<file path="src/hdl/sarc_pkg.sv">
// Package of the sleep and reset control block: offsets, fields, resets, timing.
// Assumes a byte-wide register port with one-cycle read latency.
package sarc_pkg;

  // ----------------------------------------------------------------------
  // Register offsets.
  // ----------------------------------------------------------------------
  localparam logic [7:0] SARC_SMC_OFS     = 8'h33;
  localparam logic [7:0] SARC_CBS_OFS     = 8'h35;
  localparam logic [7:0] SARC_PCG_OFS     = 8'h64;
  localparam logic [7:0] SARC_RSTSTAT_OFS = 8'h34;

  // ----------------------------------------------------------------------
  // Field positions.
  // ----------------------------------------------------------------------
  localparam int SARC_SE_BIT      = 0;
  localparam int SARC_SM_LSB      = 1;
  localparam int SARC_BROWNOUT_OFF_IN_SLEEP_BIT    = 6;
  localparam int SARC_BROWNOUT_SLEEP_WRITE_ENABLE_BIT   = 5;
  localparam int SARC_G_LCD_BIT   = 4;
  localparam int SARC_G_TIM_BIT   = 3;
  localparam int SARC_G_SPI_BIT   = 2;
  localparam int SARC_G_USART_BIT = 1;
  localparam int SARC_G_ADC_BIT   = 0;

  // ----------------------------------------------------------------------
  // Reset values and masks.
  // ----------------------------------------------------------------------
  localparam logic [7:0] SARC_SMC_RST   = 8'h00;
  localparam logic [7:0] SARC_CBS_RST   = 8'h00;
  localparam logic [7:0] SARC_PCG_RST   = 8'h00;
  localparam logic [7:0] SARC_PCG_MASK  = 8'h1F;

  // ----------------------------------------------------------------------
  // Timing counts in core clock cycles.
  // ----------------------------------------------------------------------
  localparam int SARC_BROWNOUT_SLEEP_WRITE_ENABLE_WIN_CYC  = 4;
  localparam int SARC_BROWNOUT_OFF_IN_SLEEP_DELAY_CYC = 3;
  localparam int SARC_BROWNOUT_OFF_IN_SLEEP_HOLD_CYC  = 3;
  localparam int SARC_STANDBY_WAKE_CYC = 6;
  localparam int SARC_TOUT_DEFAULT   = 8192;

  // Sleep mode codes.
  typedef enum logic [2:0] {
    SARC_MODE_IDLE    = 3'b000,
    SARC_MODE_ADCNR   = 3'b001,
    SARC_MODE_PDOWN   = 3'b010,
    SARC_MODE_PSAVE   = 3'b011,
    SARC_MODE_RES4    = 3'b100,
    SARC_MODE_RES5    = 3'b101,
    SARC_MODE_STANDBY = 3'b110,
    SARC_MODE_RES7    = 3'b111
  } sarc_mode_type;

  // Sleep controller states.
  typedef enum logic [1:0] {
    SARC_AWAKE = 2'b00,
    SARC_ASLEEP = 2'b01,
    SARC_WAKING = 2'b10
  } sarc_state_type;

endpackage

</file>
<file path="src/hdl/sarc_top.sv">
// Sleep, brown-out-in-sleep, clock gating and reset combining for a small MCU.
// Assumes reset sources arrive as levels from analog cells or other logic,
// and that the core reports a sleep instruction as a one-cycle pulse.
//
// Contract
// - sleep mode field codes: idle, ADC noise, power-down, power-save, standby; others reserved.
// - sleep instruction enters sleep only while sleep entry enable is one.
// - brownout-off bit sets only by write-enable write, then bit write within four cycles.
// - brownout-off bit active three cycles after set, cleared three cycles later.
// - detector off in sleep only if sleep executes while brownout-off bit is active.
// - gating bit 4 shuts LCD; software disables LCD first.
// - gating bit 3 shuts 16-bit timer; clearing resumes it unchanged.
// - gating bit 2 stops SPI clock; software reinitialises SPI.
// - gating bit 1 stops USART clock; software reinitialises USART.
// - gating bit 0 shuts ADC; comparator loses ADC multiplexer meanwhile.
// - upper three gating bits read as zero.
// - any reset loads initial register values; execution restarts at reset vector.
// - I/O ports return to initial state at once, without clock.
// - internal reset stretched by fuse-selected delay counter after sources release.
// - internal reset combines power-on, pin, watchdog, brown-out and debug reset.
// - long low pin pulse resets without clock; delay starts on release.
// - power-on low supply reasserts reset at once; only release is delayed.
// - enabled brown-out asserts reset immediately; release after time-out.
// - watchdog reset is one clock pulse; delay starts on its falling edge.
// - reset held while debug reset register holds one.
// - watchdog expiry resets only when watchdog enabled.
// - gated module frozen, registers inaccessible, resumes unchanged on clear.
// - standby wake resumes after six clock cycles.
`timescale 1ns/1ps
`default_nettype none

module sarc_top
  import sarc_pkg::*;
#(
  parameter int TOUT_CYC = sarc_pkg::SARC_TOUT_DEFAULT  // Reset stretch length.
) (
  input  wire logic       core_clk,          // System clock, 125 MHz.
  input  wire logic       rst,               // Asynchronous reset, active high.
  input  wire logic [7:0] reg_addr,          // Register address.
  input  wire logic [7:0] reg_wdata,         // Register write data.
  input  wire logic       reg_wr,            // Write strobe.
  input  wire logic       reg_rd,            // Read strobe.
  output logic      [7:0] reg_rdata,         // Read data, one cycle after strobe.
  input  wire logic       sleep_instr,       // Core executes sleep, one pulse.
  input  wire logic       wake_event,        // Wake-up request, level.
  input  wire logic       standby_osc_ok,    // External crystal clock selected.
  output logic            sleep_active,      // Core halted in sleep.
  output logic      [2:0] sleep_mode_out,    // Mode in force while asleep.
  output logic            core_resume,       // One pulse when execution resumes.
  output logic            brownout_detector_off, // Detector powered down for sleep.
  output logic            gate_lcd_controller, // LCD shut down.
  output logic            gate_timer_16bit,  // 16-bit timer clock stopped.
  output logic            gate_spi_module,   // SPI clock stopped.
  output logic            gate_usart_module, // USART clock stopped.
  output logic            gate_adc_module,   // ADC shut down.
  output logic            comparator_mux_block, // Comparator denied ADC multiplexer.
  input  wire logic       por_low,           // Power-on detector: supply low.
  input  wire logic       ext_reset_n,       // External reset pin, active low.
  input  wire logic       wdt_expire,        // Watchdog period expired pulse.
  input  wire logic       wdt_enabled,       // Watchdog enabled level.
  input  wire logic       brownout_low,      // Brown-out comparator: supply low.
  input  wire logic       brownout_en,       // Brown-out detector enabled by fuse.
  input  wire logic       debug_reset_reg,   // Debug scan reset register content.
  output logic            source_reset,      // Unclocked OR of sources, for ports.
  output logic            internal_reset     // Stretched internal reset.
);

  // ----------------------------------------------------------------------
  // Reset combining.
  // ----------------------------------------------------------------------

  // Watchdog pulse is a registered one-clock pulse, only when enabled.
  logic wdt_pulse_r;
  wire  wdt_pulse_nxt = wdt_expire & wdt_enabled;

  // Asynchronous sources act without a clock; the watchdog pulse rides along.
  wire  bod_src = brownout_low & brownout_en;
  wire  async_src = por_low | ~ext_reset_n | bod_src
                    | debug_reset_reg | rst;
  assign source_reset = async_src | wdt_pulse_r;

  always_ff @(posedge core_clk or posedge async_src) begin
    if (async_src) begin
      wdt_pulse_r <= 1'b0;
    end else begin
      wdt_pulse_r <= wdt_pulse_nxt & ~wdt_pulse_r;
    end
  end

  // Release of the sources is synchronised before the stretch counter starts.
  // Three stages; the counter starts once the second and third agree released.
  logic [2:0] rel_sync_r;
  always_ff @(posedge core_clk or posedge source_reset) begin
    if (source_reset) begin
      rel_sync_r <= 3'b000;
    end else begin
      rel_sync_r <= {rel_sync_r[1:0], 1'b1};
    end
  end
  wire released = rel_sync_r[2] & rel_sync_r[1];

  // Stretch counter: assertion is immediate, release waits TOUT_CYC cycles.
  // Watchdog pulse clears the counter, so counting begins only once its falling edge has passed the synchroniser.
  localparam int TW = $clog2(TOUT_CYC + 1);
  logic [TW-1:0] tout_cnt_r;
  logic          int_rst_r;
  wire  tout_done = (tout_cnt_r == TW'(TOUT_CYC - 1));
  always_ff @(posedge core_clk or posedge source_reset) begin
    if (source_reset) begin
      tout_cnt_r <= '0;
      int_rst_r  <= 1'b1;
    end else if (released & int_rst_r) begin
      tout_cnt_r <= tout_cnt_r + TW'(1);
      int_rst_r  <= ~tout_done;
    end
  end
  assign internal_reset = int_rst_r | source_reset;

  // Every register below is reset by the internal reset.
  wire rrst = internal_reset;

  // ----------------------------------------------------------------------
  // Register decode.
  // ----------------------------------------------------------------------
  wire wr_smc = reg_wr & (reg_addr == SARC_SMC_OFS);
  wire wr_cbs = reg_wr & (reg_addr == SARC_CBS_OFS);
  wire wr_pcg = reg_wr & (reg_addr == SARC_PCG_OFS);

  logic [7:0] smc_r;
  logic [7:0] pcg_r;
  always_ff @(posedge core_clk or posedge rrst) begin
    if (rrst) begin
      smc_r <= SARC_SMC_RST;
      pcg_r <= SARC_PCG_RST;
    end else begin
      if (wr_smc) smc_r <= reg_wdata & 8'h0F;
      if (wr_pcg) pcg_r <= reg_wdata & SARC_PCG_MASK;
    end
  end

  wire sleep_entry_enable = smc_r[SARC_SE_BIT];
  wire [2:0] sleep_mode_select = smc_r[SARC_SM_LSB +: 3];

  // ----------------------------------------------------------------------
  // Brown-out-off-in-sleep timed sequence.
  // ----------------------------------------------------------------------
  // Write enable opens a four-cycle window; a bit write inside arms the bit,
  // which becomes active three cycles later and clears three cycles after.
  logic       brownout_sleep_write_enable_r;
  logic [2:0] win_cnt_r;
  logic       brownout_off_in_sleep_r;
  logic [2:0] brownout_off_in_sleep_cnt_r;
  logic       brownout_off_in_sleep_act_r;
  wire w_brownout_off_in_sleep  = reg_wdata[SARC_BROWNOUT_OFF_IN_SLEEP_BIT];
  wire w_brownout_sleep_write_enable = reg_wdata[SARC_BROWNOUT_SLEEP_WRITE_ENABLE_BIT];
  wire open_win = wr_cbs & w_brownout_off_in_sleep & w_brownout_sleep_write_enable;
  wire set_brownout_off_in_sleep = wr_cbs & w_brownout_off_in_sleep & ~w_brownout_sleep_write_enable & brownout_sleep_write_enable_r;

  always_ff @(posedge core_clk or posedge rrst) begin
    if (rrst) begin
      brownout_sleep_write_enable_r   <= 1'b0;
      win_cnt_r <= 3'h0;
    end else if (open_win) begin
      brownout_sleep_write_enable_r   <= 1'b1;
      win_cnt_r <= 3'(SARC_BROWNOUT_SLEEP_WRITE_ENABLE_WIN_CYC - 1);
    end else if (brownout_sleep_write_enable_r) begin
      brownout_sleep_write_enable_r   <= (win_cnt_r != 3'h0);
      win_cnt_r <= win_cnt_r - 3'h1;
    end
  end

  always_ff @(posedge core_clk or posedge rrst) begin
    if (rrst) begin
      brownout_off_in_sleep_r     <= 1'b0;
      brownout_off_in_sleep_act_r <= 1'b0;
      brownout_off_in_sleep_cnt_r <= 3'h0;
    end else if (set_brownout_off_in_sleep) begin
      brownout_off_in_sleep_r     <= 1'b1;
      brownout_off_in_sleep_act_r <= 1'b0;
      brownout_off_in_sleep_cnt_r <= 3'(SARC_BROWNOUT_OFF_IN_SLEEP_DELAY_CYC - 1);
    end else if (brownout_off_in_sleep_r & ~brownout_off_in_sleep_act_r) begin
      if (brownout_off_in_sleep_cnt_r == 3'h0) begin
        brownout_off_in_sleep_act_r <= 1'b1;
        brownout_off_in_sleep_cnt_r <= 3'(SARC_BROWNOUT_OFF_IN_SLEEP_HOLD_CYC - 1);
      end else begin
        brownout_off_in_sleep_cnt_r <= brownout_off_in_sleep_cnt_r - 3'h1;
      end
    end else if (brownout_off_in_sleep_act_r) begin
      if (brownout_off_in_sleep_cnt_r == 3'h0) begin
        brownout_off_in_sleep_r     <= 1'b0;
        brownout_off_in_sleep_act_r <= 1'b0;
      end else begin
        brownout_off_in_sleep_cnt_r <= brownout_off_in_sleep_cnt_r - 3'h1;
      end
    end
  end

  // ----------------------------------------------------------------------
  // Sleep controller.
  // ----------------------------------------------------------------------
  wire mode_ok = (sleep_mode_select == SARC_MODE_IDLE)
               | (sleep_mode_select == SARC_MODE_ADCNR)
               | (sleep_mode_select == SARC_MODE_PDOWN)
               | (sleep_mode_select == SARC_MODE_PSAVE)
               | (sleep_mode_select == SARC_MODE_STANDBY);
  wire go_sleep = sleep_instr & sleep_entry_enable & mode_ok;
  // Standby needs an external crystal; otherwise it falls back to power-down.
  wire [2:0] eff_mode = ((sleep_mode_select == SARC_MODE_STANDBY) & ~standby_osc_ok)
                        ? SARC_MODE_PDOWN : sleep_mode_select;

  sarc_state_type st_r;
  logic [2:0]     mode_r;
  logic           bod_off_r;
  logic [2:0]     wake_cnt_r;
  logic           resume_r;
  always_ff @(posedge core_clk or posedge rrst) begin
    if (rrst) begin
      st_r       <= SARC_AWAKE;
      mode_r     <= 3'h0;
      bod_off_r  <= 1'b0;
      wake_cnt_r <= 3'h0;
      resume_r   <= 1'b0;
    end else begin
      resume_r <= 1'b0;
      unique case (st_r)
        SARC_AWAKE: begin
          if (go_sleep) begin
            st_r      <= SARC_ASLEEP;
            mode_r    <= eff_mode;
            bod_off_r <= brownout_off_in_sleep_act_r;
          end
        end
        SARC_ASLEEP: begin
          if (wake_event) begin
            bod_off_r <= 1'b0;
            if (mode_r == SARC_MODE_STANDBY) begin
              st_r       <= SARC_WAKING;
              wake_cnt_r <= 3'(SARC_STANDBY_WAKE_CYC - 1);
            end else begin
              st_r     <= SARC_AWAKE;
              resume_r <= 1'b1;
            end
          end
        end
        SARC_WAKING: begin
          if (wake_cnt_r == 3'h0) begin
            st_r     <= SARC_AWAKE;
            resume_r <= 1'b1;
          end else begin
            wake_cnt_r <= wake_cnt_r - 3'h1;
          end
        end
        default: st_r <= SARC_AWAKE;
      endcase
    end
  end

  assign sleep_active          = (st_r != SARC_AWAKE);
  assign sleep_mode_out        = mode_r;
  assign core_resume           = resume_r;
  assign brownout_detector_off = bod_off_r;

  // ----------------------------------------------------------------------
  // Peripheral gating; modules hold state while their clock is stopped.
  // ----------------------------------------------------------------------
  assign gate_lcd_controller  = pcg_r[SARC_G_LCD_BIT];
  assign gate_timer_16bit     = pcg_r[SARC_G_TIM_BIT];
  assign gate_spi_module      = pcg_r[SARC_G_SPI_BIT];
  assign gate_usart_module    = pcg_r[SARC_G_USART_BIT];
  assign gate_adc_module      = pcg_r[SARC_G_ADC_BIT];
  assign comparator_mux_block = pcg_r[SARC_G_ADC_BIT];

  // ----------------------------------------------------------------------
  // Status and read path.
  // ----------------------------------------------------------------------
  // Status: bit0 asleep, bit1 brownout-off armed, bit2 active, bit3 window open.
  wire [7:0] stat_nxt = {4'h0, brownout_sleep_write_enable_r, brownout_off_in_sleep_act_r, brownout_off_in_sleep_r, sleep_active};
  // Each bit is widened before the shift, so no bit falls off the top.
  wire [7:0] cbs_view = (8'(brownout_off_in_sleep_r) << SARC_BROWNOUT_OFF_IN_SLEEP_BIT) | (8'(brownout_sleep_write_enable_r) << SARC_BROWNOUT_SLEEP_WRITE_ENABLE_BIT);
  wire [7:0] rd_mux = (reg_addr == SARC_SMC_OFS)     ? smc_r :
                      (reg_addr == SARC_CBS_OFS)     ? cbs_view :
                      (reg_addr == SARC_PCG_OFS)     ? pcg_r :
                      (reg_addr == SARC_RSTSTAT_OFS) ? stat_nxt : 8'h00;

  // Read data stand only in the cycle after the strobe.
  always_ff @(posedge core_clk or posedge rrst) begin
    if (rrst) begin
      reg_rdata <= 8'h00;
    end else begin
      reg_rdata <= reg_rd ? rd_mux : 8'h00;
    end
  end

endmodule

`default_nettype wire

</file>
<file path="config.mk">
export PLATFORM = sky130hd
export DESIGN_NAME = sarc_top
export DESIGN_NICKNAME = d
export VERILOG_FILES = /design/src/hdl/sarc_pkg.sv /design/src/hdl/sarc_top.sv
export SDC_FILE = /design/constraint.sdc
export NUM_CORES = 1
export LEC_CHECK = 0
export BUFFER_PORTS_ARGS = -buffer_cell sky130_fd_sc_hd__buf_2
export CAP_MARGIN = 5
export CORE_ASPECT_RATIO = 0.5
export CORE_MARGIN = 4
export CORE_UTILIZATION = 41
export DETAILED_ROUTE_END_ITERATION = 8
export GPL_ROUTABILITY_DRIVEN = 1
export PLACE_DENSITY = 0.69
export SKIP_LAST_GASP = 1
export SYNTH_ARGS = -nofsm -noshare
export SYNTH_HDL_FRONTEND = slang
export SYNTH_SLANG_ARGS = --single-unit
</file>
<file path="constraint.sdc">
create_clock -name core_clk -period 2.1 [get_ports core_clk]
set_input_delay 0.315 -clock core_clk [delete_from_list [all_inputs] [get_ports core_clk]]
set_output_delay 0.315 -clock core_clk [all_outputs]
set_load 0.1 [all_outputs]
</file>
After elaboration in Yosys (flattened, before gate mapping)
Index checks and enable logic that the tools add are counted.
{"block": "totals", "regBits": 54, "in_bits": 30, "out_inout_bits": 22, "wordCells": 132}
{"block": "op_classes", "addsub": 4, "n_eq_ne": 20, "n_mux": 40, "bitwise": 33, "n_reduce_logical": 18}
{"op": "2-to-1 mux 3 bit", "n": 11}
{"op": "== test 8 x 6 -> 1 bit, second input constant", "n": 3}
{"op": "2-to-1 mux 7 bit", "n": 3}
{"op": "bitwise AND 1 bit", "n": 16}
{"op": "2-to-1 mux 1 bit", "n": 16}
{"op": "adder 14 x 1 -> 14 bit, second input constant", "n": 1}
{"op": "== test 14 x 13 -> 1 bit, second input constant", "n": 1}
{"op": "inequality test 2 bit, second input constant", "n": 6}
{"op": "nonzero test 2 bit", "n": 6}
{"op": "OR 1 bit", "n": 10}
{"op": "logical NOT 3 bit", "n": 3}
{"op": "AND reduction 3 bit", "n": 3}
{"op": "subtractor 3 x 1 -> 3 bit, second input constant", "n": 3}
{"op": "== test 8 x 7 -> 1 bit, second input constant", "n": 1}
{"op": "2-to-1 mux 2 bit", "n": 4}
{"op": "OR 7 x 6 -> 7 bit", "n": 1}
{"op": "== test 3 x 2 -> 1 bit, second input constant", "n": 2}
{"op": "== test 3 bit, second input constant", "n": 2}
{"op": "NOT 1 bit", "n": 6}
{"op": "one-hot mux 2 bit (3 select lines)", "n": 1}
{"op": "one-hot mux 3 bit (2 select lines)", "n": 1}
{"op": "nonzero test 3 bit", "n": 2}
{"op": "2-to-1 mux 5 bit", "n": 1}
{"op": "2-to-1 mux 4 bit", "n": 1}
{"op": "9 further kinds", "n": 11}

Logic depth before layout (Yosys ltp)
Gate-level depths: netlist of run 1.
{"block": "depth", "depth_word": 8, "mapped_depth": 6, "ltp_nobuf": 6}

Least setup slack after synthesis of run 1
Ideal clock, no wire load.
{"block": "synth_path", "path_kind": "register to register", "start": "reg mode_r[1], in the netlist sleep_mode_out[1]", "end": "reg wake_cnt_r[0]", "setup_time_ns": 0.125, "t_arrival_ns": 1.908, "required_time_ns": 1.975, "path_slack_ns": 0.067, "path_stages_with_launch": 5, "path_buffers": 0, "synth_period_minus_slack_ns": 2.033, "path_cell_list": "dfrtp_1 > nand3b_1 > o21ai_0 > and3_1 > mux2_2"}
{"block": "synth_via", "elab_chain_len": 3}
{"item": "start: declaration", "line_no": "sarc_top.sv:212", "rtl": "logic [2:0] mode_r;"}
{"item": "start signal: assignment", "line_no": "sarc_top.sv:229", "rtl": "mode_r <= eff_mode;"}
{"item": "== test 3 bit", "line_no": "sarc_top.sv:236", "rtl": "if (mode_r == SARC_MODE_STANDBY) begin"}
{"item": "inequality test 2 bit (no line)"}
{"item": "AND reduction 4 bit (no line)"}
{"item": "end signal: assignment", "line_no": "sarc_top.sv:238", "rtl": "wake_cnt_r <= 3'(SARC_STANDBY_WAKE_CYC - 1);"}
{"item": "end signal: assignment", "line_no": "sarc_top.sv:250", "rtl": "wake_cnt_r <= wake_cnt_r - 3'h1;"}
{"item": "end: declaration", "line_no": "sarc_top.sv:214", "rtl": "logic [2:0] wake_cnt_r;"}
Every way passes these cells.
A chain may end at the register's enable or synchronous reset.

Worst setup path after layout of run 1
{"block": "layout_path", "start": "reg st_r[0]", "end": "out sleep_active"}
{"block": "layout_via", "elab_chain_len": 1}
{"item": "start: declaration", "line_no": "sarc_top.sv:211", "rtl": "sarc_state_type st_r;"}
{"item": "start signal: assignment", "line_no": "sarc_top.sv:218", "rtl": "st_r <= SARC_AWAKE;"}
{"item": "start signal: assignment", "line_no": "sarc_top.sv:228", "rtl": "st_r <= SARC_ASLEEP;"}
{"item": "start signal: assignment", "line_no": "sarc_top.sv:237", "rtl": "st_r <= SARC_WAKING;"}
{"item": "nonzero test 2 bit", "line_no": "sarc_top.sv:258", "rtl": "assign sleep_active = (st_r != SARC_AWAKE);"}
{"item": "end: declaration", "line_no": "sarc_top.sv:47", "rtl": "output logic sleep_active,"}
Every way passes these cells.

==> results of run 1 <==
[sequential cells by signal, summed over array words and instances (netlist names)]
signal,cells
brownout_detector_off,1
brownout_off_in_sleep_act_r,1
brownout_off_in_sleep_cnt_r,3
brownout_off_in_sleep_r,1
brownout_sleep_write_enable_r,1
core_resume,1
int_rst_r,1
pcg_r,5
reg_rdata,7
rel_sync_r,3
sleep_mode_out,3
smc_r,4
st_r,2
tout_cnt_r,14
wake_cnt_r,3
wdt_pulse_r,1
win_cnt_r,3
[routing by layer]
metal,up-vias,track usage [%],share of wire [%]
met4,0,4.10,0.94
li1,908,-,-
met1,889,17.7,45
met2,26,23.4,50
met3,5,3.63,4.2
met5,-,0,0
[area by class of cell]
cell class                      count  area (um2)  area share [%]
Sequential cell                    54        1350            43.0
Multi-Input combinational cell    156        1160            36.8
Timing Repair Buffer               54         310            9.87
Clock buffer                        6         129            4.10
Tap cell                           88         110            3.50
Inverter                           18        71.3            2.27
Clock inverter                      2        13.8           0.438
[placed cells by master, fill, tap and decap left out, types with 2 or more instances in the layout]
master     instances
dfrtp_1           53
buf_2             49
nand2_1           17
inv_1             17
nor2b_1           10
nor2_1            10
ha_1              10
mux2_2             9
o21ai_0            9
xnor2_1            8
nand3_1            7
a21oi_1            6
xor2_1             6
mux2i_1            6
and3_1             5
nand2b_1           5
nor3_1             5
clkbuf_16          5
nand3b_1           4
mux2_4             4
a22o_1             4
a22oi_1            4
and2_1             3
nand4_1            3
and4_1             2
or2_2              2
or3_1              2
conb_1             2
buf_12             2
buf_4              2
[per-stage QoR]
step           worst slack (ns)  hold slack [ns]  area, um2  power, uW
4_1_cts                   0.225            0.254       3140       2660
3_3_place_gp              0.250            0.263       2990       1840
6_report                  0.236            0.252       3140       2640
3_5_place_dp              0.213            0.286       2990       1860
2_1_floorplan            0.0669            0.150       2600       1720
5_1_grt                   0.168            0.253       3140       2790
[worst paths after layout]
path | cells after the start | startpoint | to
min in group asynchronous | 5 | brownout_en | tout_cnt_r[10]$_DFFE_PP0P_
hold / removal | 3 | wdt_enabled | wdt_pulse_r$_DFF_PP0_
hold reg to reg | 0 | rel_sync_r[0]$_DFF_PP0_ | rel_sync_r[1]$_DFF_PP0_
setup reg to reg | 4 | smc_r[1]$_DFFE_PP0P_ | sleep_mode_out[0]$_DFFE_PP0P_
max in group asynchronous | 6 | por_low | wake_cnt_r[1]$_DFFE_PP0P_
setup / recovery | 4 | st_r[0]$_DFFE_PP0P_ | sleep_active
[Yosys cell counts, drive strengths merged]
| cell type | count |
|---|---|
| o41a | 1 |
| or3b | 1 |
| ha | 10 |
| or3 | 2 |
| dfrtp | 53 |
| a21oi | 6 |
| nand4 | 3 |
| a22oi | 4 |
| nor2b | 10 |
| and2 | 3 |
| nor4b | 2 |
| mux2 | 13 |
| a21boi | 1 |
| and4 | 2 |
| mux2i | 6 |
| buf | 2 |
| conb | 2 |
| nor2 | 10 |
| nand4b | 1 |
| dfstp | 1 |
| xor2 | 6 |
| a211o | 1 |
| o21ai | 9 |
| nand2b | 5 |
| nand3 | 7 |
| inv | 18 |
| clkbuf | 1 |
| xnor2 | 8 |
| a22o | 4 |
| nor4 | 1 |
| or2 | 2 |
| nor3b | 1 |
| and3 | 5 |
| nand2 | 18 |
| nor3 | 6 |
| a21o | 1 |
| nand3b | 4 |
| a32o | 1 |
[power by group through the flow]
stage	registers (uW)	clock network, uW	logic, uW
6_report	1210	797	631
5_1_grt	1220	875	690
4_1_cts	1210	821	636
3_5_place_dp	1230	0	633
3_3_place_gp	1220	0	617
2_1_floorplan	1370	0	350
[worst reg2reg max path: stages, from the launching register on]
cell and delay [ns]:
dfrtp_1 0.41, nand2b_1 0.16, a21oi_1 0.32, and2_1 0.26
mux2_2 0.35
[timing repair]
item | CTS | global route
hold buffers | 1 | 0
setup endpoints to repair | 0 | 0
hold endpoints to repair | 1 | 0
[cell families (layout without fill, tap and decap cells)]
kind of cell               Yosys count  count (layout)  share of synthesized area (%)
muxes                               19              19                           8.53
other                                2               2                          0.289
xor gates and xnor gates            14              14                           4.72
adders and majority gates           10              10                           4.82
AOI/OAI and AO/OA                   28              28                           7.13
and+or+nand+nor                     83              83                           19.1
DFF                                 54              54                           52.1
buffers and inverters               21              80                           3.32
==> summary.md, run 1 <==
| Metric | Value |
|---|---|
| Final core occ | 51.5% |
| Avg Cell Area, Syn | 11.2 um2 |
| CP Data Arrival Time | 1.55 ns |
| Core Area | 0.00611 mm2 |
| #FFs+latches synth | 54 |
| Combinational Power Share | 23.9% |
| Max Root-Sink Buffers | 2 |
| Synth top area share | 51.1% |
| Crit start category | flip-flop |
| 1st-iter DRT viols | 39 |
| Psw | 856 uW |
| Net Sw Frac | 32.4% |
| Tot GR Track Use | 13.9% |
| Gpl congestion | 0.810 |
| Initial antenna violation count | 0 |
| Peak supply drop | 356 uV |
| Delay-heaviest family, CP | buffers and inverters |
| Via Count | 1,828 |
| WL/cell | 13.0 um |
| RSZ-0062 raised after global routing | false |
| Minimum clock period | 1.86 ns |
| Final setup fails | 0 |
| Worst min-delay path class | in2reg |
| Dpl cells | 369 |
| Clock Latency Late Sink | 0.29 ns |
| Post-CTS setup buffer count | 0 |
| Share of power burned in registers | 45.9% |
| CP Cell Sequence | inv_1 > ha_1 > inv_1 > buf_2 |
| Cell taking the most area after synthesis | dfrtp_1 |
| Post-Syn Area | 0.00260 mm2 |
| Finished Layout Cells | 378 |
| Critical path class | reg2out |
| Crit-path max FO | 5 |
| Area growth, synth to finish | 21.1% |
| First-pass GRT wire length | 8600 um |
| Die ar. | 0.00775 mm2 |
| CP Buf/Inv Count | 3 |
| Resized cells post-CTS | 0 |
| Number of global-route vias before repair | 1,886 |
| Register area share after synthesis | 52.1% |
| Clk pwr share | 30.2% |
| Syn Nets | 271 |
| Setup TNS | 0 ns |
| Layout cells sized above 1 | 28.3% |
| Slowest CP cell | buf_2 |
| Initial Util | 42.5% |
| Input/output buffers | 49 |
| Final slew viol count | 0 |
| Largest net degree at the start of global routing | 19 |
| Reg-to-reg setup timing slack | 0.49 ns |
| Worst Setup End Kind | primary output |
| I/O pin cnt | 52 |
| Antenna cells | 0 |
| Fmax | 0.536 GHz |
| Final ANT Viol Nets | 0 |
| Pleak | 0.00161 uW |
| Clk sinks | 54 |
| Fin crit share | 88.8% |
| Most frequent CP cell | inv_1 |
| Final WL | 4910 um |
| Critical path required time | 1.78 ns |
| Yosys cell types | 42 |
| Via density | 4.84 |
| Clk Tree Root Cell | clkbuf_16 |
| CTS tree | done |
| Clock Pin Slew Worst Setup and Hold Paths | 0.07 ns |
| PD cells | 839 mW/mm2 |
| Final hold viol count | 0 |
| Synth area leaders | dfrtp_1 51%, ha_1 4.8%, mux2_2 3.9% |
| Nets | 329 |
| Hpwl dp | 3920 um |
| Status | complete, no violations |
| Std cell rows | 20 |
| Pre-Repair DR Iteration Count | 4 |
| Layout filler cell count | 569 |
| Yosys warns | 0 |
| Global route total overflow | 0 |
| Largest stage delay, worst path | 0.45 ns |
| Pint | 1780 uW |
| H-tree depth | 2 |
| Die W | 121 um |
| Cells after synthesis | 231 |
| Num CTS Buffers | 5 |
| Max cap viols | 0 |
| Post-Route Skew | 0.00663 ns |
| Die height | 64.3 um |
| Drt drc | 0 |
No activity file was read; power rests on OpenSTA's default activity.
==> run 2: changes to the inputs <==
- SETUP_SLACK_MARGIN: not set -> 0.4
==> run 2 against run 1 <==
Flip-flop and latch count stayed put. Global-route usage decreased by 0.27 points. Count of clock-buffer cells in the layout unchanged. Setup slack gained 0.21 ns. Wire length grew 1.2%. Register-to-register slack better by 0.02 ns. Sequential power hardly changed. First-iteration DRC count rose to 2.7 times the previous value. Worst hold slack worse by 0.019 ns. Design area is 1.8% higher. Combinational power increased by 4.4%. Largest power group unchanged. Highest routed layer unchanged.
==> summary.md, run 2 (same netlist as run 1, synthesis figures left out) <==
| Metric | Value |
|---|---|
| Status | complete, no violations (unchanged) |
| Clk sinks | 54 (unchanged) |
| Hpwl dp | 3800 um (was 3920 um) |
| Drt drc | 0 (unchanged) |
| 1st-iter DRT viols | 107 (was 39) |
| Initial Util | 42.5% (unchanged) |
| Largest net degree at the start of global routing | 36 (was 19) |
| M1 wire length | 2060 um (was 2220 um) |
| Core Area | 0.00611 mm2 (unchanged) |
| Worst Setup End Kind | primary output (unchanged) |
| Clk pwr share | 33.1% (was 30.2%) |
| Global route total overflow | 0 (unchanged) |
| CP Buf/Inv Count | 2 (was 3) |
| Post-Route Skew | 0.00258 ns (was 0.00663 ns) |
| Max Root-Sink Buffers | 2 (unchanged) |
| Clock Latency Late Sink | 0.28 ns (was 0.29 ns) |
| CTS tree | done (unchanged) |
| Area growth, synth to finish | 23.3% (was 21.1%) |
| Clk Tree Root Cell | clkbuf_16 (unchanged) |
| Pint | 1950 uW (was 1780 uW) |
| Pre-Repair DR Iteration Count | 4 (unchanged) |
| Max cap viols | 0 (unchanged) |
| CP Data Arrival Time | 1.34 ns (was 1.55 ns) |
| Gpl congestion | 0.788 (was 0.810) |
| Via Count | 1,826 (was 1,828) |
| Commonest non-fill, non-tap cell in the layout | dfrtp_1 (unchanged) |
| H-tree depth | 2 (unchanged) |
| Final core occ | 52.4% (was 51.5%) |
| Crit start category | input pin (was flip-flop) |
| Final hold viol count | 0 (unchanged) |
| Met3 WL | 142 um (was 205 um) |
| Tightest hold margin | 0.233 ns (was 0.252 ns) |
| Die height | 64.3 um (unchanged) |
| Final slew viol count | 0 (unchanged) |
| First-pass GRT wire length | 8470 um (was 8600 um) |
| DR WL met2 | 2690 um (was 2440 um) |
| Peak supply drop | 322 uV (was 356 uV) |
| Post-CTS setup buffer count | 0 (unchanged) |
| Critical path class | in2out (was reg2out) |
| Combinational Power Share | 23.6% (was 23.9%) |
| Final ANT Viol Nets | 0 (unchanged) |
| Layout cells sized above 1 | 30.8% (was 28.3%) |
| Final setup fails | 0 (unchanged) |
| CP Cell Sequence | buf_2 > nor4b_2 > nand2_1 > or3_4 > buf_8 (was inv_1 > ha_1 > inv_1 > buf_2) |
| Die ar. | 0.00775 mm2 (unchanged) |
| Via density | 4.84 (about the same) |
| Tot GR Track Use | 13.6% (was 13.9%) |
| Pleak | 0.00162 uW (was 0.00161 uW) |
| Fin crit share | 78.6% (was 88.8%) |
| Regs by FF count | tout_cnt_r x14, reg_rdata x7, pcg_r x5 (unchanged) |
| Final WL | 4970 um (was 4910 um) |
| Fmax | 0.606 GHz (was 0.536 GHz) |
| Critical path required time | 1.78 ns (about the same) |
| Die W | 121 um (unchanged) |
| I/O pin cnt | 52 (unchanged) |
| Delay-heaviest family, CP | simple AND/OR/NAND/NOR gates (was buffers and inverters) |
| PD cells | 874 mW/mm2 (was 839 mW/mm2) |
| Layout filler cell count | 547 (was 569) |
| Psw | 851 uW (was 856 uW) |
| Largest register FFs | 14 (unchanged) |
| RSZ-0062 raised after global routing | false (unchanged) |
| Std cell rows | 20 (unchanged) |
| Max layer used | met4 (unchanged) |
| Biggest register | tout_cnt_r (unchanged) |
| WL/cell | 13.2 um (was 13.0 um) |
| Commonest cells after routing, fill and taps aside | 50 x dfrtp_1, 46 x buf_2, 17 x nand2_1 (was 53 x dfrtp_1, 49 x buf_2, 17 x nand2_1, 17 x inv_1) |
| Net Sw Frac | 30.4% (was 32.4%) |
| Slowest CP cell | or3_4 (was buf_2) |
| Crit-path max FO | 3 (was 5) |
| Setup TNS | 0 ns (unchanged) |
| Number of global-route vias before repair | 1,897 (was 1,886) |
| Largest stage delay, worst path | 0.37 ns (was 0.45 ns) |
| Antenna cells | 0 (unchanged) |
| Clock Pin Slew Worst Setup and Hold Paths | 0.06 ns (was 0.07 ns) |
| Input/output buffers | 49 (unchanged) |
| Share of power burned in registers | 43.3% (was 45.9%) |
| Minimum clock period | 1.65 ns (was 1.86 ns) |
| Worst min-delay path class | in2reg (unchanged) |
| Nets | 329 (unchanged) |
| Initial antenna violation count | 0 (unchanged) |
| Num CTS Buffers | 5 (unchanged) |
==> run 2: cell types whose count changed in the layout (fill, tap and decap cells not counted), moves of 2 or more <==
| cell | previous run | this run |
|---|---|---|
| buf_8 | 0 | 2 |
| buf_2 | 49 | 46 |
| buf_4 | 2 | 4 |
| dfrtp_2 | 0 | 2 |
| dfrtp_1 | 53 | 50 |
==> run 2: final cells by class <==
cell class	instances	area (um2)	area share, %
Sequential cell	54	1360	42.4
Multi-Input combinational cell	156	1170	36.6
Timing Repair Buffer	54	320	10.0
Clock buffer	6	139	4.34
Tap cell	88	110	3.44
Inverter	18	71.3	2.23
Clock inverter	1	30.0	0.938
==> run 2: what timing repair did <==
| item | CTS | global route |
|---|---|---|
| hold buffers | 1 | 0 |
| gates cloned | 0 | 0 |
| setup endpoints to repair | 3 | 3 |
| gates resized for setup | 7 | 3 |
| hold endpoints to repair | 1 | 0 |
==> run 2: metrics by stage <==
step | power (uW) | worst slack [ns] | instances | cell area (um2)
after floorplan | 1730 | 0.327 | 231 | 2610
after global placement | 1840 | 0.246 | 369 | 2990
after detailed placement | 1870 | 0.241 | 369 | 2990
after CTS | 2820 | 0.382 | 377 | 3190
after global routing | 2950 | 0.402 | 377 | 3200
final | 2800 | 0.449 | 377 | 3200
==> run 2: path summary, 6_finish.rpt <==
| check | start | endpoint | slack [ns] | cells past startpoint |
|---|---|---|---|---|
| setup / recovery | por_low | internal_reset | 0.45 | 5 |
| hold / removal | wdt_enabled | wdt_pulse_r$_DFF_PP0_ | 0.23 | 3 |
| setup reg to reg | sleep_mode_out[0]$_DFFE_PP0P_ | wake_cnt_r[0]$_DFFE_PP0P_ | 0.51 | 4 |
| hold reg to reg | rel_sync_r[0]$_DFF_PP0_ | rel_sync_r[1]$_DFF_PP0_ | 0.36 | 0 |
| max in group asynchronous | por_low | sleep_mode_out[0]$_DFFE_PP0P_ | 1.10 | 6 |
| min in group asynchronous | brownout_en | tout_cnt_r[13]$_DFFE_PP0P_ | 0.46 | 6 |
==> run 2: metal layers <==
metal / global-route usage [%] / up-vias
met5: 0 / -
met4: 4.24 / 0
met3: 3.09 / 8
met2: 25.9 / 24
met1: 15.1 / 891
li1: - / 903
==> run 2: worst register-to-register path: stages, from the launching register on <==
cell	delay, ns
dfrtp_4	0.48
nand3b_1	0.20
o21ai_1	0.21
and3_1	0.24
mux2_2	0.35
==> run 2: power groups by stage <==
| stage | combinational [uW] | clock [uW] | sequential (uW) |
|---|---|---|---|
| finish | 659 | 926 | 1210 |
| global route | 721 | 1000 | 1230 |
| CTS | 659 | 954 | 1210 |
| detailed placement | 645 | 0 | 1230 |
| global placement | 617 | 0 | 1220 |
| floorplan | 351 | 0 | 1380 |
==> run 3: changes to the inputs <==
- clock period: 2.1 -> 1.7 ns (I/O delays scaled with it)
==> run 3 against run 2 <==
Wire length up 27%. Via count up 12%. Global-route usage up 2.4 points. Setup slack worse by 0.29 ns. First-iteration DRC count down 21%. Die area unchanged. Clock skew about the same. Critical path depth down 1. Non-clock buffer count up 34. Combinational power up 81%. Critical endpoint is now sleep_active.
==> summary.md, run 3 (same netlist as run 1, synthesis figures left out) <==
| Metric | Value |
|---|---|
| Status | complete, no violations (unchanged) |
| RSZ-0062 raised after global routing | true (was false) |
| Die W | 121 um (unchanged) |
| H-tree depth | 2 (unchanged) |
| Clk sinks | 54 (unchanged) |
| Final slew viol count | 0 (unchanged) |
| Std cell rows | 20 (unchanged) |
| Worst Setup End Kind | primary output (unchanged) |
| R2r startpoint | st_r[0]$_DFFE_PP0P_ (was sleep_mode_out[0]$_DFFE_PP0P_) |
| Via density | 4.96 (was 4.84) |
| Reg-to-reg setup timing slack | 0.21 ns (was 0.51 ns) |
| Initial antenna violation count | 0 (unchanged) |
| CTS tree | done (unchanged) |
| Crit start category | flip-flop (was input pin) |
| Nets | 363 (was 329) |
| Max Root-Sink Buffers | 2 (unchanged) |
| Die height | 64.3 um (unchanged) |
| Final worst setup slack | 0.158 ns (was 0.449 ns) |
| DP Worst Slack | -0.0202 ns (was 0.241 ns) |
| Crit-path max FO | 2 (was 3) |
| Worst min-delay path class | in2async (was in2reg) |
| Global route total overflow | 0 (unchanged) |
| Fin crit share | 90.7% |
| Area growth, synth to finish | 50.6% (was 23.3%) |
| Drt drc | 0 (unchanged) |
| Core Area | 0.00611 mm2 (unchanged) |
| Fmax | 0.649 GHz |
| Input/output buffers | 49 (unchanged) |
| Clock Pin Slew Worst Setup and Hold Paths | 0.07 ns (was 0.06 ns) |
| Critical path class | reg2out (was in2out) |
| Tot GR Track Use | 16.0% (was 13.6%) |
| Clk Tree Root Cell | clkbuf_16 (unchanged) |
| FF-to-FF End | wake_cnt_r[0]$_DFFE_PP0P_ (unchanged) |
| Initial Util | 42.5% (unchanged) |
| PD cells | 986 mW/mm2 (was 874 mW/mm2) |
| Largest net degree at the start of global routing | 36 (unchanged) |
| First-pass GRT wire length | 10000 um (was 8470 um) |
| Hpwl dp | 3890 um (was 3800 um) |
| Final hold viol count | 0 (unchanged) |
| I/O pin cnt | 52 (unchanged) |
| Regs by FF count | tout_cnt_r x14, reg_rdata x7, pcg_r x5 (unchanged) |
| Max cap viols | 0 (unchanged) |
| Layout cells sized above 1 | 50.3% (was 30.8%) |
| Number of global-route vias before repair | 2,145 (was 1,897) |
| PnR Total Power | 3860 uW (was 2800 uW) |
| Biggest register | tout_cnt_r (unchanged) |
| Minimum clock period | 1.54 ns |
| Commonest non-fill, non-tap cell in the layout | dfrtp_1 (unchanged) |
| Final setup fails | 0 (unchanged) |
| Via Count | 2,044 (was 1,826) |
| Largest register FFs | 14 (unchanged) |
| Gpl congestion | 0.764 (was 0.788) |
| Final WL | 6290 um (was 4970 um) |
| 1st-iter DRT viols | 85 (was 107) |
| Post-Route Skew | 0.00212 ns (was 0.00258 ns) |
| CP Data Arrival Time | 1.29 ns (was 1.34 ns) |
| Commonest cells after routing, fill and taps aside | 48 x dfrtp_1, 30 x buf_4, 25 x buf_2 (was 50 x dfrtp_1, 46 x buf_2, 17 x nand2_1) |
| Num CTS Buffers | 5 (unchanged) |
| Clock Latency Late Sink | 0.29 ns (was 0.28 ns) |
| Cts hold-fix bufs | 0 (was 1) |
| Die ar. | 0.00775 mm2 (unchanged) |
| Pleak | 0.00193 uW (was 0.00162 uW) |
| Critical path required time | 1.44 ns (was 1.78 ns) |
| Peak supply drop | 526 uV (was 322 uV) |
| R2R depth | 5 (was 4) |
| WL/cell | 15.3 um (was 13.2 um) |
| Final ANT Viol Nets | 0 (unchanged) |
| Pre-Repair DR Iteration Count | 6 (was 4) |
| Antenna cells | 0 (unchanged) |
run 3: cell types whose count changed in the layout (fill, tap and decap cells not counted), sizes merged:
cell	before	now
clkinvlp	1	5
clkbuf	6	9
buf	53	84
dlygate4sd3	1	0
inv	17	15
run 3: final cells by class:
| class | instances | area, um2 |
|---|---|---|
| fillers | 468 | 2200 |
| multi-input cells | 156 | 1430 |
| flip-flops and latches | 54 | 1370 |
| repair buffers | 88 | 751 |
| clock buffers | 5 | 125 |
| well taps | 88 | 110 |
| inverters | 18 | 78.8 |
| clock inverters | 3 | 45.0 |
run 3: worst max path at each step:
stage / cells after the start / end / slack (ns) / startpoint
finish: 4 / sleep_active / 0.16 / st_r[1]$_DFFE_PP0P_
CTS: 2 / internal_reset / 0.17 / wdt_pulse_r$_DFF_PP0_
global route: 4 / sleep_active / 0.12 / st_r[1]$_DFFE_PP0P_
floorplan: 6 / reg_rdata[0]$_DFF_PP0_ / -0.07 / st_r[0]$_DFFE_PP0P_
global placement: 5 / smc_r[2]$_DFFE_PP0P_ / -0.008 / reg_addr[7]
detailed placement: 5 / smc_r[0]$_DFFE_PP0P_ / -0.02 / reg_addr[7]
run 3: critical path, stage by stage, from the launching register on:
cell        delay (ns)
dfrtp_1           0.41
inv_2             0.11
ha_4              0.17
clkinvlp_4        0.12
buf_12            0.18
run 3: routing by layer:
layer | vias to the layer above | track usage, % | share of wire, %
li1 | 976 | - | -
met1 | 1016 | 18.7 | 41
met5 | - | 0 | 0
met4 | 0 | 5.65 | 2.3
met3 | 15 | 4.16 | 3.0
met2 | 37 | 28.6 | 53
run 3: what timing repair did:
action,in CTS,in global routing
buffers inserted,22,11
gates cloned,0,0
pin swaps,19,20
resized for setup,59,39
endpoints found under the setup margin,49,51
run 3: stage by stage:
step           cells  TNS [ns]  instance area (um2)  utilization [%]  hold WS [ns]
2_1_floorplan    231   -0.0683                 2730                -        0.0993
3_3_place_gp     371   -0.0317                 3130             51.2         0.212
3_5_place_dp     371   -0.0705                 3130             51.2         0.228
4_1_cts          401         0                 3670             60.2        0.0367
5_1_grt          412         0                 3910             64.0        0.0647
6_report         412         0                 3910             64.0        0.0503
run 3: power breakdown:
group          leakage (uW)  total, uW  switching, uW  internal [uW]
Combinational       0.00114       1190            656            529
Clock             0.0000760       1160            464            695
Sequential         0.000712       1510           97.4           1410
